==> src/rtl/gtm_pkg.sv <==
/*
  Package for the gated 16-bit timer: register offsets, field positions,
  reset values and encodings.
  Assumes an APB slave with 32-bit data, one aligned word per register.
*/
package gtm_pkg;

  // ----------------------------------------------------------------------
  // Register byte offsets.
  // ----------------------------------------------------------------------
  localparam logic [7:0] OFS_TIMER_CONTROL = 8'h00;
  localparam logic [7:0] OFS_GATE_CONTROL  = 8'h04;
  localparam logic [7:0] OFS_COUNT_LOW     = 8'h08;
  localparam logic [7:0] OFS_COUNT_HIGH    = 8'h0C;
  localparam logic [7:0] OFS_FLAGS         = 8'h10;

  // ----------------------------------------------------------------------
  // Timer control fields.
  // ----------------------------------------------------------------------
  localparam int TC_RUN      = 0;
  localparam int TC_NOSYNC   = 2;
  localparam int TC_OSC_EN   = 3;
  localparam int TC_PS_LO    = 4;
  localparam int TC_CS_LO    = 6;
  localparam logic [7:0] TC_WMASK = 8'hFD;

  // ----------------------------------------------------------------------
  // Gate control fields.
  // ----------------------------------------------------------------------
  localparam int GC_GSS_LO   = 0;
  localparam int GC_LEVEL    = 2;
  localparam int GC_ARM      = 3;
  localparam int GC_SPM      = 4;
  localparam int GC_TOGGLE   = 5;
  localparam int GC_POL      = 6;
  localparam int GC_ENABLE   = 7;
  localparam logic [7:0] GC_WMASK = 8'hFB;

  // ----------------------------------------------------------------------
  // Flag register fields (write one to clear).
  // ----------------------------------------------------------------------
  localparam int FL_ROLLOVER = 0;
  localparam int FL_GATE_EV  = 1;

  // ----------------------------------------------------------------------
  // Reset values and encodings.
  // ----------------------------------------------------------------------
  localparam logic [7:0]  CTRL_RESET  = 8'h00;
  localparam logic [15:0] COUNT_RESET = 16'h0000;
  localparam logic [15:0] COUNT_MAX   = 16'hFFFF;
  localparam logic [1:0]  CS_INSTR    = 2'h0;
  localparam logic [1:0]  CS_SYS      = 2'h1;
  localparam logic [1:0]  CS_EXT      = 2'h2;
  localparam logic [1:0]  CS_LFOSC    = 2'h3;
  localparam logic [1:0]  QUARTER_DIV = 2'h3;

endpackage : gtm_pkg

==> src/rtl/gtm_timer.sv <==
/*
  Gated 16-bit timer/counter with clock source select, prescaler,
  gate polarity, toggle and single-pulse modes, behind an APB slave.
  Assumes pclk is the system clock; all sources arrive as asynchronous
  levels and are sampled on pclk.
*/
// The address map and the APB register port were left to the implementer.
`timescale 1ns/1ns

module gtm_timer #(
  parameter bit HAS_OSC = 1'b1
) (
  input  wire logic        pclk,
  input  wire logic        presetn,
  input  wire logic        psel,
  input  wire logic        penable,
  input  wire logic        pwrite,
  input  wire logic [7:0]  paddr,
  input  wire logic [31:0] pwdata,
  output logic      [31:0] prdata,
  output logic             pready,
  output logic             pslverr,
  input  wire logic        ext_count_input,
  input  wire logic        crystal_in_pin,
  input  wire logic        low_freq_internal_oscillator,
  input  wire logic        gate_pin,
  input  wire logic        tmr8_overflow,
  input  wire logic        cmp_a_output,
  input  wire logic        cmp_b_output,
  output logic             crystal_out_pin,
  output logic             crystal_osc_on,
  output logic             rollover_flag,
  output logic             gate_event_flag
);

  // ----------------------------------------------------------------------
  // Declarations.
  // ----------------------------------------------------------------------
  logic [7:0]  timer_control;
  logic [7:0]  gate_control;
  logic [15:0] count;
  logic [6:0]  raw_in;
  logic [6:0]  sync_in;
  logic        src_ext;
  logic        src_xtal;
  logic        src_lfo;
  logic        src_gpin;
  logic        src_t8;
  logic        src_ca;
  logic        src_cb;
  logic [1:0]  quarter_cnt;
  logic        quarter_tick;
  logic        ext_prev;
  logic        ext_prev2;
  logic        src_level;
  logic        src_rise;
  logic        clk_tick;
  logic [2:0]  ps_cnt;
  logic        ps_tick;
  logic        gate_raw;
  logic        gate_prev;
  logic        toggle_ff;
  logic        gate_tog;
  logic        gate_pol;
  logic        gate_pol_prev;
  logic        spm_window;
  logic        gate_level;
  logic        gate_level_prev;
  logic        count_ok;
  logic        incr;
  logic        apb_wr;
  logic        apb_rd;
  logic        arm_wr_set;
  logic        flag_clr_roll;
  logic        flag_clr_gate;
  logic        osc_allowed;

  // ----------------------------------------------------------------------
  // Input synchronisation.
  // ----------------------------------------------------------------------

  // Every pin-level source passes two flops before any logic sees it.
  assign raw_in = {cmp_b_output, cmp_a_output, tmr8_overflow, gate_pin,
                   low_freq_internal_oscillator, crystal_in_pin, ext_count_input};

  gtm_sync2 #(
    .W (7)
  ) u_sync (
    .pclk    (pclk),
    .presetn (presetn),
    .d       (raw_in),
    .q       (sync_in)
  );

  assign src_ext  = sync_in[0];
  assign src_xtal = sync_in[1];
  assign src_lfo  = sync_in[2];
  assign src_gpin = sync_in[3];
  assign src_t8   = sync_in[4];
  assign src_ca   = sync_in[5];
  assign src_cb   = sync_in[6];

  // The crystal option exists only on the first instance.
  assign osc_allowed = HAS_OSC & timer_control[gtm_pkg::TC_OSC_EN];

  // ----------------------------------------------------------------------
  // APB decode.
  // ----------------------------------------------------------------------
  assign apb_wr = psel & penable & pwrite;
  assign apb_rd = psel & ~penable & ~pwrite;

  // Software writes to the arm bit and one-to-clear flag bits.
  assign arm_wr_set    = apb_wr && (paddr == gtm_pkg::OFS_GATE_CONTROL)
                         && pwdata[gtm_pkg::GC_ARM];
  assign flag_clr_roll = apb_wr && (paddr == gtm_pkg::OFS_FLAGS)
                         && pwdata[gtm_pkg::FL_ROLLOVER];
  assign flag_clr_gate = apb_wr && (paddr == gtm_pkg::OFS_FLAGS)
                         && pwdata[gtm_pkg::FL_GATE_EV];

  // The slave answers in the access cycle; read data registered at setup.
  always_ff @(posedge pclk or negedge presetn) begin
    if (!presetn) begin
      pready  <= 1'b0;
      pslverr <= 1'b0;
    end else begin
      pready  <= psel & ~penable;
      pslverr <= psel & ~penable & (paddr > gtm_pkg::OFS_FLAGS);
    end
  end

  // Read multiplexer, captured during the setup phase.
  always_ff @(posedge pclk or negedge presetn) begin
    if (!presetn) begin
      prdata <= 32'h0000_0000;
    end else if (apb_rd) begin
      if (paddr == gtm_pkg::OFS_TIMER_CONTROL) begin
        prdata <= {24'h000000, timer_control};
      end else if (paddr == gtm_pkg::OFS_GATE_CONTROL) begin
        prdata <= {24'h000000, gate_control[7:3], gate_level, gate_control[1:0]};
      end else if (paddr == gtm_pkg::OFS_COUNT_LOW) begin
        prdata <= {24'h000000, count[7:0]};
      end else if (paddr == gtm_pkg::OFS_COUNT_HIGH) begin
        prdata <= {24'h000000, count[15:8]};
      end else if (paddr == gtm_pkg::OFS_FLAGS) begin
        prdata <= {30'h0000_0000, gate_event_flag, rollover_flag};
      end else begin
        prdata <= 32'h0000_0000;
      end
    end
  end

  // ----------------------------------------------------------------------
  // Control registers.
  // ----------------------------------------------------------------------

  // Timer control; bit 1 is unimplemented and stays zero.
  always_ff @(posedge pclk or negedge presetn) begin
    if (!presetn) begin
      timer_control <= gtm_pkg::CTRL_RESET;
    end else if (apb_wr && (paddr == gtm_pkg::OFS_TIMER_CONTROL)) begin
      timer_control <= pwdata[7:0] & gtm_pkg::TC_WMASK;
    end
  end

  // Gate control; arm bit is set by software and cleared by hardware.
  always_ff @(posedge pclk or negedge presetn) begin
    if (!presetn) begin
      gate_control <= gtm_pkg::CTRL_RESET;
    end else begin
      if (apb_wr && (paddr == gtm_pkg::OFS_GATE_CONTROL)) begin
        gate_control[7:4] <= pwdata[7:4];
        gate_control[1:0] <= pwdata[1:0];
      end
      gate_control[2] <= 1'b0;
      if (arm_wr_set && !gate_control[gtm_pkg::GC_ARM]) begin
        gate_control[gtm_pkg::GC_ARM] <= 1'b1;
      end else if (gate_control[gtm_pkg::GC_ARM] && gate_pol_prev && !gate_pol) begin
        gate_control[gtm_pkg::GC_ARM] <= 1'b0;
      end else if (!gate_control[gtm_pkg::GC_SPM]) begin
        gate_control[gtm_pkg::GC_ARM] <= 1'b0;
      end
    end
  end

  // ----------------------------------------------------------------------
  // Count clock selection and prescaler.
  // ----------------------------------------------------------------------

  // Divide-by-four tick stands in for the instruction clock.
  always_ff @(posedge pclk or negedge presetn) begin
    if (!presetn) begin
      quarter_cnt <= 2'h0;
    end else begin
      quarter_cnt <= quarter_cnt + 2'h1;
    end
  end
  assign quarter_tick = (quarter_cnt == gtm_pkg::QUARTER_DIV);

  // Level of the selected asynchronous source.
  always_comb begin
    case (timer_control[7:6])
      gtm_pkg::CS_EXT:   src_level = osc_allowed ? src_xtal : src_ext;
      gtm_pkg::CS_LFOSC: src_level = src_lfo;
      default:           src_level = 1'b0;
    endcase
  end

  // An extra resync stage is applied unless the no-sync bit is set.
  always_ff @(posedge pclk or negedge presetn) begin
    if (!presetn) begin
      ext_prev  <= 1'b0;
      ext_prev2 <= 1'b0;
    end else begin
      ext_prev  <= src_level;
      ext_prev2 <= ext_prev;
    end
  end
  assign src_rise = timer_control[gtm_pkg::TC_NOSYNC] ? (src_level & ~ext_prev)
                                                     : (ext_prev & ~ext_prev2);

  // One tick per edge of the chosen count clock.
  always_comb begin
    case (timer_control[7:6])
      gtm_pkg::CS_INSTR: clk_tick = quarter_tick;
      gtm_pkg::CS_SYS:   clk_tick = 1'b1;
      default:           clk_tick = src_rise;
    endcase
  end

  // Prescaler counts count-clock ticks; cleared while stopped.
  always_ff @(posedge pclk or negedge presetn) begin
    if (!presetn) begin
      ps_cnt <= 3'h0;
    end else if (!timer_control[gtm_pkg::TC_RUN]) begin
      ps_cnt <= 3'h0;
    end else if (clk_tick && count_ok) begin
      ps_cnt <= ps_tick ? 3'h0 : ps_cnt + 3'h1;
    end
  end

  // Terminal count per prescale code: divide by 1, 2, 4 or 8.
  always_comb begin
    case (timer_control[5:4])
      2'h0:    ps_tick = 1'b1;
      2'h1:    ps_tick = (ps_cnt == 3'h1);
      2'h2:    ps_tick = (ps_cnt == 3'h3);
      default: ps_tick = (ps_cnt == 3'h7);
    endcase
  end

  // ----------------------------------------------------------------------
  // Gate path.
  // ----------------------------------------------------------------------

  // Gate source selection.
  always_comb begin
    case (gate_control[1:0])
      2'h0:    gate_raw = src_gpin;
      2'h1:    gate_raw = src_t8;
      2'h2:    gate_raw = src_ca;
      default: gate_raw = src_cb;
    endcase
  end

  // Toggle flop: toggles on rising gate edges, held clear when off or stopped.
  always_ff @(posedge pclk or negedge presetn) begin
    if (!presetn) begin
      gate_prev <= 1'b0;
      toggle_ff <= 1'b0;
    end else begin
      gate_prev <= gate_raw;
      if (!gate_control[gtm_pkg::GC_TOGGLE] || !timer_control[gtm_pkg::TC_RUN]) begin
        toggle_ff <= 1'b0;
      end else if (gate_raw && !gate_prev) begin
        toggle_ff <= ~toggle_ff;
      end
    end
  end

  assign gate_tog = gate_control[gtm_pkg::GC_TOGGLE] ? toggle_ff : gate_raw;
  assign gate_pol = gate_control[gtm_pkg::GC_POL] ? gate_tog : ~gate_tog;

  // Single-pulse window opens on the active edge after arming.
  always_ff @(posedge pclk or negedge presetn) begin
    if (!presetn) begin
      gate_pol_prev <= 1'b0;
      spm_window    <= 1'b0;
    end else begin
      gate_pol_prev <= gate_pol;
      if (!gate_control[gtm_pkg::GC_ARM]) begin
        spm_window <= 1'b0;
      end else if (gate_pol && !gate_pol_prev) begin
        spm_window <= 1'b1;
      end
    end
  end

  // Gate level as it would reach the counter, independent of enable.
  assign gate_level = gate_control[gtm_pkg::GC_SPM] ? (spm_window & gate_pol)
                                                   : gate_pol;

  // Counting permission from run and gate enable.
  assign count_ok = timer_control[gtm_pkg::TC_RUN]
                    && (!gate_control[gtm_pkg::GC_ENABLE] || gate_level);
  assign incr     = clk_tick && count_ok && ps_tick;

  // ----------------------------------------------------------------------
  // Counter and flags.
  // ----------------------------------------------------------------------

  // Byte writes take precedence over counting.
  always_ff @(posedge pclk or negedge presetn) begin
    if (!presetn) begin
      count <= gtm_pkg::COUNT_RESET;
    end else if (apb_wr && (paddr == gtm_pkg::OFS_COUNT_LOW)) begin
      count[7:0] <= pwdata[7:0];
    end else if (apb_wr && (paddr == gtm_pkg::OFS_COUNT_HIGH)) begin
      count[15:8] <= pwdata[7:0];
    end else if (incr) begin
      count <= count + 16'h0001;
    end
  end

  // Sticky flags; a new event wins over a same-cycle clear.
  always_ff @(posedge pclk or negedge presetn) begin
    if (!presetn) begin
      gate_level_prev <= 1'b0;
      rollover_flag   <= 1'b0;
      gate_event_flag <= 1'b0;
    end else begin
      gate_level_prev <= gate_level;
      if (incr && (count == gtm_pkg::COUNT_MAX)) begin
        rollover_flag <= 1'b1;
      end else if (flag_clr_roll) begin
        rollover_flag <= 1'b0;
      end
      if (gate_level_prev && !gate_level) begin
        gate_event_flag <= 1'b1;
      end else if (flag_clr_gate) begin
        gate_event_flag <= 1'b0;
      end
    end
  end

  // Oscillator enable and feedback drive, registered.
  always_ff @(posedge pclk or negedge presetn) begin
    if (!presetn) begin
      crystal_osc_on  <= 1'b0;
      crystal_out_pin <= 1'b0;
    end else begin
      crystal_osc_on  <= osc_allowed;
      crystal_out_pin <= osc_allowed & ~src_xtal;
    end
  end

endmodule : gtm_timer

==> src/rtl/gtm_sync2.sv <==
/*
  Two-flop synchroniser for a group of single-bit levels.
  Assumes inputs from outside the pclk domain; first stage feeds only the
  second.
*/
`timescale 1ns/1ns
module gtm_sync2 #(
  parameter int W = 1
) (
  input  wire logic         pclk,
  input  wire logic         presetn,
  input  wire logic [W-1:0] d,
  output logic      [W-1:0] q
);

  logic [W-1:0] stage1;

  // Two flops in series; only the second stage is visible.
  always_ff @(posedge pclk or negedge presetn) begin
    if (!presetn) begin
      stage1 <= '0;
      q      <= '0;
    end else begin
      stage1 <= d;
      q      <= stage1;
    end
  end

endmodule : gtm_sync2

==> config.mk <==
export PLATFORM = sky130hd
export DESIGN_NAME = gtm_timer
export DESIGN_NICKNAME = d
export VERILOG_FILES = /design/src/rtl/gtm_pkg.sv /design/src/rtl/gtm_timer.sv /design/src/rtl/gtm_sync2.sv
export SDC_FILE = /design/constraint.sdc
export NUM_CORES = 1
export LEC_CHECK = 0
export BUFFER_PORTS_ARGS = -buffer_cell sky130_fd_sc_hd__buf_2
export CAP_MARGIN = 0
export CORE_MARGIN = 2
export CORE_UTILIZATION = 40
export DETAILED_ROUTE_END_ITERATION = 8
export PLACE_DENSITY_LB_ADDON = 0.3
export SLEW_MARGIN = 30
export SYNTH_ARGS = -nofsm -noshare
export SYNTH_HDL_FRONTEND = slang
export SYNTH_SLANG_ARGS = --single-unit
export TNS_END_PERCENT = 100
==> constraint.sdc <==
create_clock -name pclk -period 2.8 [get_ports pclk]
set_clock_uncertainty 0.05 [all_clocks]
set_input_delay 0.42 -clock pclk [delete_from_list [all_inputs] [get_ports pclk]]
set_output_delay 0.42 -clock pclk [all_outputs]
set_load 0.05 [all_outputs]
# Word level (Yosys, flattened, before mapping)
# Index checks and enable logic that the tools add are counted.
[totals] rom_bits=0 output_inout_bits=38 input_bits=52 regBits=94 latch_bits=0 ramBits=0 memories=0
[op_classes] div_mod_pow=0 shifts=0 n_reduce_logical=39 eq_ne=20 bitwise=17 n_mux=32 magnitude_cmp=1 multipliers=0 n_addsub=3
[ops] operator="$mux 32" count=3
[ops] operator="$mux 8" count=4
[ops] operator="$logic_and 1x1->1" count=18
[ops] operator="$add 16x1->16 const B" count=1
[ops] operator="$eq 16x16->1 const B" count=1
[ops] operator="$eq 8x4->1 const B" count=2
[ops] operator="$mux 1" count=16
[ops] operator="$mux 16" count=1
[ops] operator="$eq 2x2->1 const B" count=5
[ops] operator="$reduce_bool 2->1" count=5
[ops] operator="$and 1x1->1" count=9
[ops] operator="$mux 3" count=3
[ops] operator="$eq 8x3->1 const B" count=1
[ops] operator="$eq 8x5->1 const B" count=1
[ops] operator="$gt 8x5->1 const B" count=1
[ops] operator="$logic_not 1->1" count=8
[ops] operator="$logic_not 8->1" count=1
[ops] operator="$not 1->1" count=8
[ops] operator="$eq 2x1->1 const B" count=3
[ops] operator="$logic_not 2->1" count=3
[ops] operator="$pmux 1 s3" count=2
[ops] operator="$ne 2x1->1 const B" count=2
[ops] operator="$pmux 1 s2" count=2
[ops] operator="$reduce_and 2->1" count=2
[ops] operator="9 further kinds" count=10

# Longest topological paths before layout
[depth] ltp_word=14 depth_mapped=10 mapped_depth_nobuf=8

# Modules after synthesis
# Synthesis repeated with hierarchy kept, for this count alone.
[unflattened] cells_unflattened=338 area_unflattened_um2=3525.9
[modules_own_cells] module="gtm_timer" cells_per_inst=324 seq_area_each_um2=1401.3 area_per_inst_um2=3175.5 instances=1
[modules_own_cells] module="gtm_sync2" cells_per_inst=14 seq_area_each_um2=350.3 area_per_inst_um2=350.3 instances=1

# Worst setup path after synthesis
# OpenSTA, ideal clock, no wires.
[synth_timing] path_kind="register -> register" startpoint="register timer_control[3]" endpoint="register count[3]" arrival_time_ns=2.144 path_slack_ns=0.465 setup_time_ns=0.141 stages_incl_launch_ff=9 synth_period_minus_slack_ns=2.335 n_path_buf=2 path_cell_list="dfrtp_1 -> mux2i_1 -> a2111o_1 -> a311o_1 -> a21o_1 -> buf_6 -> buf_2 -> o31ai_1 -> a31oi_1"
[synth_via] elab_chain_cells=9
[synth_rtl] item="from (decl)" line="gtm_timer.sv:39" rtl="logic [7:0] timer_control;"
[synth_rtl] item="from (signal assigned)" line="gtm_timer.sv:159" rtl="timer_control <= gtm_pkg::CTRL_RESET;"
[synth_rtl] item="from (signal assigned)" line="gtm_timer.sv:161" rtl="timer_control <= pwdata[7:0] & gtm_pkg::TC_WMASK;"
[synth_rtl] item="$mux 1" line="gtm_timer.sv:202" rtl="gtm_pkg::CS_EXT: src_level = osc_allowed ? src_xtal : src_ext;"
[synth_rtl] item="$pmux 1 s2" line="gtm_timer.sv:201" rtl="case (timer_control[7:6])"
[synth_rtl] item="$and 1x1->1" line="gtm_timer.sv:218" rtl="assign src_rise = timer_control[gtm_pkg::TC_NOSYNC] ? (src_level & ~ext_prev)"
[synth_rtl] item="$mux 1" line="gtm_timer.sv:218"
[synth_rtl] item="$pmux 1 s2" line="gtm_timer.sv:223" rtl="case (timer_control[7:6])"
[synth_rtl] item="$logic_and 1x1->1 (2 in a row)" line="gtm_timer.sv:305" rtl="assign incr = clk_tick && count_ok && ps_tick;"
[synth_rtl] item="$reduce_bool 2->1 (no source line)"
[synth_rtl] item="$reduce_and 2->1 (no source line)"
[synth_rtl] item="to (signal assigned)" line="gtm_timer.sv:314" rtl="count <= gtm_pkg::COUNT_RESET;"
[synth_rtl] item="to (signal assigned)" line="gtm_timer.sv:316" rtl="count[7:0] <= pwdata[7:0];"
[synth_rtl] item="to (signal assigned)" line="gtm_timer.sv:320" rtl="count <= count + 16'h0001;"
[synth_rtl] item="to (decl)" line="gtm_timer.sv:41" rtl="logic [15:0] count;"
# Every way passes these cells.
# A chain may end at the register's enable or synchronous reset.

# Worst setup path in the final report
[layout_timing] startpoint="register timer_control[6]" endpoint="register count[6]"
[layout_via] elab_chain_cells=9 elab_cells_between_ends=12 cone_classes="eq/ne: 3; mux: 3; bitwise: 1; reduce/logical: 5"
[layout_rtl] item="$eq 2x2->1" line="gtm_timer.sv:201"
[layout_rtl] item="$pmux 1 s2" line="gtm_timer.sv:201"
[layout_rtl] item="$and 1x1->1" line="gtm_timer.sv:218"
[layout_rtl] item="$mux 1" line="gtm_timer.sv:218"
[layout_rtl] item="$pmux 1 s2 (*)" line="gtm_timer.sv:223"
[layout_rtl] item="$logic_and 1x1->1 (*) (2 in a row)" line="gtm_timer.sv:305"
[layout_rtl] item="$reduce_bool 2->1 (no source line) (*)"
[layout_rtl] item="$reduce_and 2->1 (no source line) (*)"
# Every way passes the cells marked *; elsewhere a longest branch is shown, timed or not.

==> impl_metrics.tcl <==
set metrics [dict create \
    run_status "finished clean" \
    timing.final.hold_violations 0 \
    max-cap-violations 0 \
    synth.cell_area_mm2 0.00361 \
    numPortBuffers 41 \
    initial_core_util_pct 41.4 \
    post_synth.cell_area_avg_um2 10.2 \
    maximum_number_of_pins_on_one_net_before_global_route_repair 46 \
    antenna_found_initial 0 \
    final.hold.worst_slack_ps 27.3 \
    timing_worst_slew_pin_value_ps 594 \
    clock_input_transition_at_the_sequential_cells_of_the_worst_setup_and_hold_paths_ps 70 \
    root_buffer "sky130_fd_sc_hd__clkbuf_8" \
    cts.sink_count 70 \
    numCtsBuffers 9 \
    yosys.area.top_type_share_pct 48.5 \
    final_nets 458 \
    fp-row-count 34 \
    wire_length_of_the_first_global_routing_pass_mm 13.3 \
    core_mm2 0.00872 \
    layout_commonest_cell "sky130_fd_sc_hd__dfrtp_1" \
    p_leak_nw 1.90 \
    clock_latency_ps 350 \
    post_dp_cell_area_mm2 0.00388 \
    routed_wirelength_mm 8.17 \
    mostFrequentLayoutCells "sky130_fd_sc_hd__dfrtp_1, sky130_fd_sc_hd__buf_2, sky130_fd_sc_hd__nand2_1" \
    die_h_um 99.0 \
    route.detailed.vias_per_inst 5.39 \
    horizontal_extent_of_the_die_um 99.0 \
    fmax_mhz 382 \
    end_kind "register" \
    cell_chain_critical_path "nor2b_1 > a2111o_1 > a311o_1 > a21o_2 > or4_1 > a31oi_1" \
    first_pass_iters 4 \
    critical_path.startpoint_type "register" \
    postLayoutCoreUtil_pct 46.7 \
    crit_path_max_incr_delay_ps 530 \
    synth.largest_area_cell "sky130_fd_sc_hd__dfrtp_1" \
    synth_edf_count 0 \
    areaGrowthSynthToFinish_pct 12.8 \
    place_hpwl_mm 6.11 \
    post_route_cell_area_mm2 0.00407 \
    grtUsageTotal_pct 17.4 \
    synth_area_leaders "sky130_fd_sc_hd__dfrtp_1, sky130_fd_sc_hd__mux2_2, sky130_fd_sc_hd__buf_4, sky130_fd_sc_hd__nand2_1, sky130_fd_sc_hd__nor2_1" \
    worst-setup-path-type "register to register" \
    clock_tree_from_tritoncts "done" \
    synth_sequential_area_ratio_pct 48.5 \
    cp_max_fo 17 \
    num_antenna_cells 0 \
    synth_cells 354 \
    routedWlPerCell_um 15.9 \
    synth_warnings 0 \
    ys_dominant_reg_cell "sky130_fd_sc_hd__dfrtp_1" \
    cts_setup_buffers 0 \
    timing.critical_path.slowest_stage_cell "sky130_fd_sc_hd__or4_1" \
    final_min_period_over_clock_period_pct 93.6 \
    first_global_vias 2628 \
    top_level_ports 90 \
    die_footprint_mm2 0.00980 \
    timing_max_transition_violations_final 0 \
    postSynthRegisterBits 70 \
    post_route_cells_drive_above_1_share_pct 22.2 \
    clock_tree.buffer_depth 2 \
    power.density_mw_per_mm2 506 \
    gp_congestion 0.879 \
    remaining_antenna_violation_count_after_routing 0 \
    maxSlewHeadroom_pct 60.4 \
    critical_path.top_delay_family "compound AO/OA/AOI/OAI gates" \
    power.ir.vdd_worst_mv 0.208 \
    finalWorstPathRequiredPeriod_ps 2620 \
    timing.critical_path.arrival_ps 2830 \
    worstHoldPathType "input pin to asynchronous set/reset pin" \
    grt_overflow_total 0 \
    netlist-cell-type-count 56 \
    fin_setup_tns_ps 0 \
    drc_errors 0 \
    drt_iter0_markers 140 \
    path_buf_inv 0 \
    post_cts_hold_buffer_count 0 \
    num_vias 2765 \
    cp_data_required_time_ps 3010 \
    finalSetupViolCount 0 \
    rsz0062_at_grt "false" \
    h-tree-depth 3 \
    async_flop_share_pct 100 \
]
## what timing repair did
item / in CTS / in global routing
endpoints found under the setup margin: 0 / 4
resized for setup: 0 / 1
endpoints found under the hold margin: 0 / 0
## worst register-to-register path: cells and delay by family (launching register included)
family,cells,cell delay [ps]
and+or+nand+nor,2,710
DFF,1,430
AOI/OAI and AO/OA,4,1350
## logic make-up after synthesis
logic type,count (synthesis),share of synthesized area [%]
AOI/OAI and AO/OA,66,12.9
xor gates and xnor gates,5,1.21
adders and majority gates,5,1.73
buffers and inverters,50,7.93
DFF,70,48.5
muxes,27,9.91
other,1,0.104
and+or+nand+nor,130,17.7
## cell type report
| class | instances | area (um^2) |
|---|---|---|
| Clock buffer | 11 | 141 |
| Clock inverter | 4 | 47.5 |
| Fill cell | 821 | 4650 |
| Inverter | 12 | 45.0 |
| Multi-Input combinational cell | 257 | 1660 |
| Sequential cell | 70 | 1750 |
| Tap cell | 108 | 135 |
| Timing Repair Buffer | 51 | 293 |
## sequential cells by signal, summed over array words and instances, names as in the netlist
name             cells
spm_window           1
u_sync.q             7
count               16
gate_level_prev      1
u_sync.stage1        7
gate_pol_prev        1
pready               1
ext_prev2            1
quarter_cnt          2
ps_cnt               3
crystal_out_pin      1
ext_prev             1
timer_control        7
prdata               8
gate_control         7
crystal_osc_on       1
rollover_flag        1
toggle_ff            1
gate_event_flag      1
gate_prev            1
pslverr              1
## through the flow
step	cells	power (mW)	worst slack, ps
3_3_place_gp	498	1.29	171
4_1_cts	513	2.08	91.7
5_1_grt	513	2.14	49.7
2_1_floorplan	377	1.24	465
6_report	513	2.06	181
3_5_place_dp	498	1.29	106
## synthesized netlist by cell type (all sizes together), types with 7 or more instances
cell and count:
a31oi 16, buf 28, clkbuf 10, dfrtp 70
inv 12, mux2 17, nand2 39, nand2b 7
nand3 15, nor2 29, nor2b 8, o21ai 8
## power by group
part           internal, mW  leakage (nW)  total [mW]  switching [mW]
Combinational        0.0561         0.921       0.217           0.161
Clock                 0.428        0.0952       0.789           0.361
Sequential             1.04         0.885        1.06          0.0193
Total                  1.52          1.90        2.06           0.541
## routing by layer
layer / global-route usage, % / vias to the layer above / wire length, um
met2: 26.8 / 78 / 3770
met5: 0 / - / 0
met1: 24.3 / 1357 / 3830
met4: 6.11 / 0 / 135
met3: 3.97 / 12 / 434
li1: - / 1318 / -
## final timing paths
kind | startpoint | to | slack [ps] | depth (start not counted)
min in group pclk | low_freq_internal_oscillator | u_sync.stage1[2] | 130 | 1
hold reg to reg | u_sync.stage1[4] | u_sync.q[4] | 300 | 0
setup reg to reg | timer_control[6] | count[6] | 180 | 6
setup / recovery | timer_control[6] | count[6] | 180 | 6
hold / removal | presetn | u_sync.stage1[0] | 30 | 1
max in group asynchronous | presetn | timer_control[0] | 2040 | 2
Note: power is estimated with default switching activity, not from simulation.
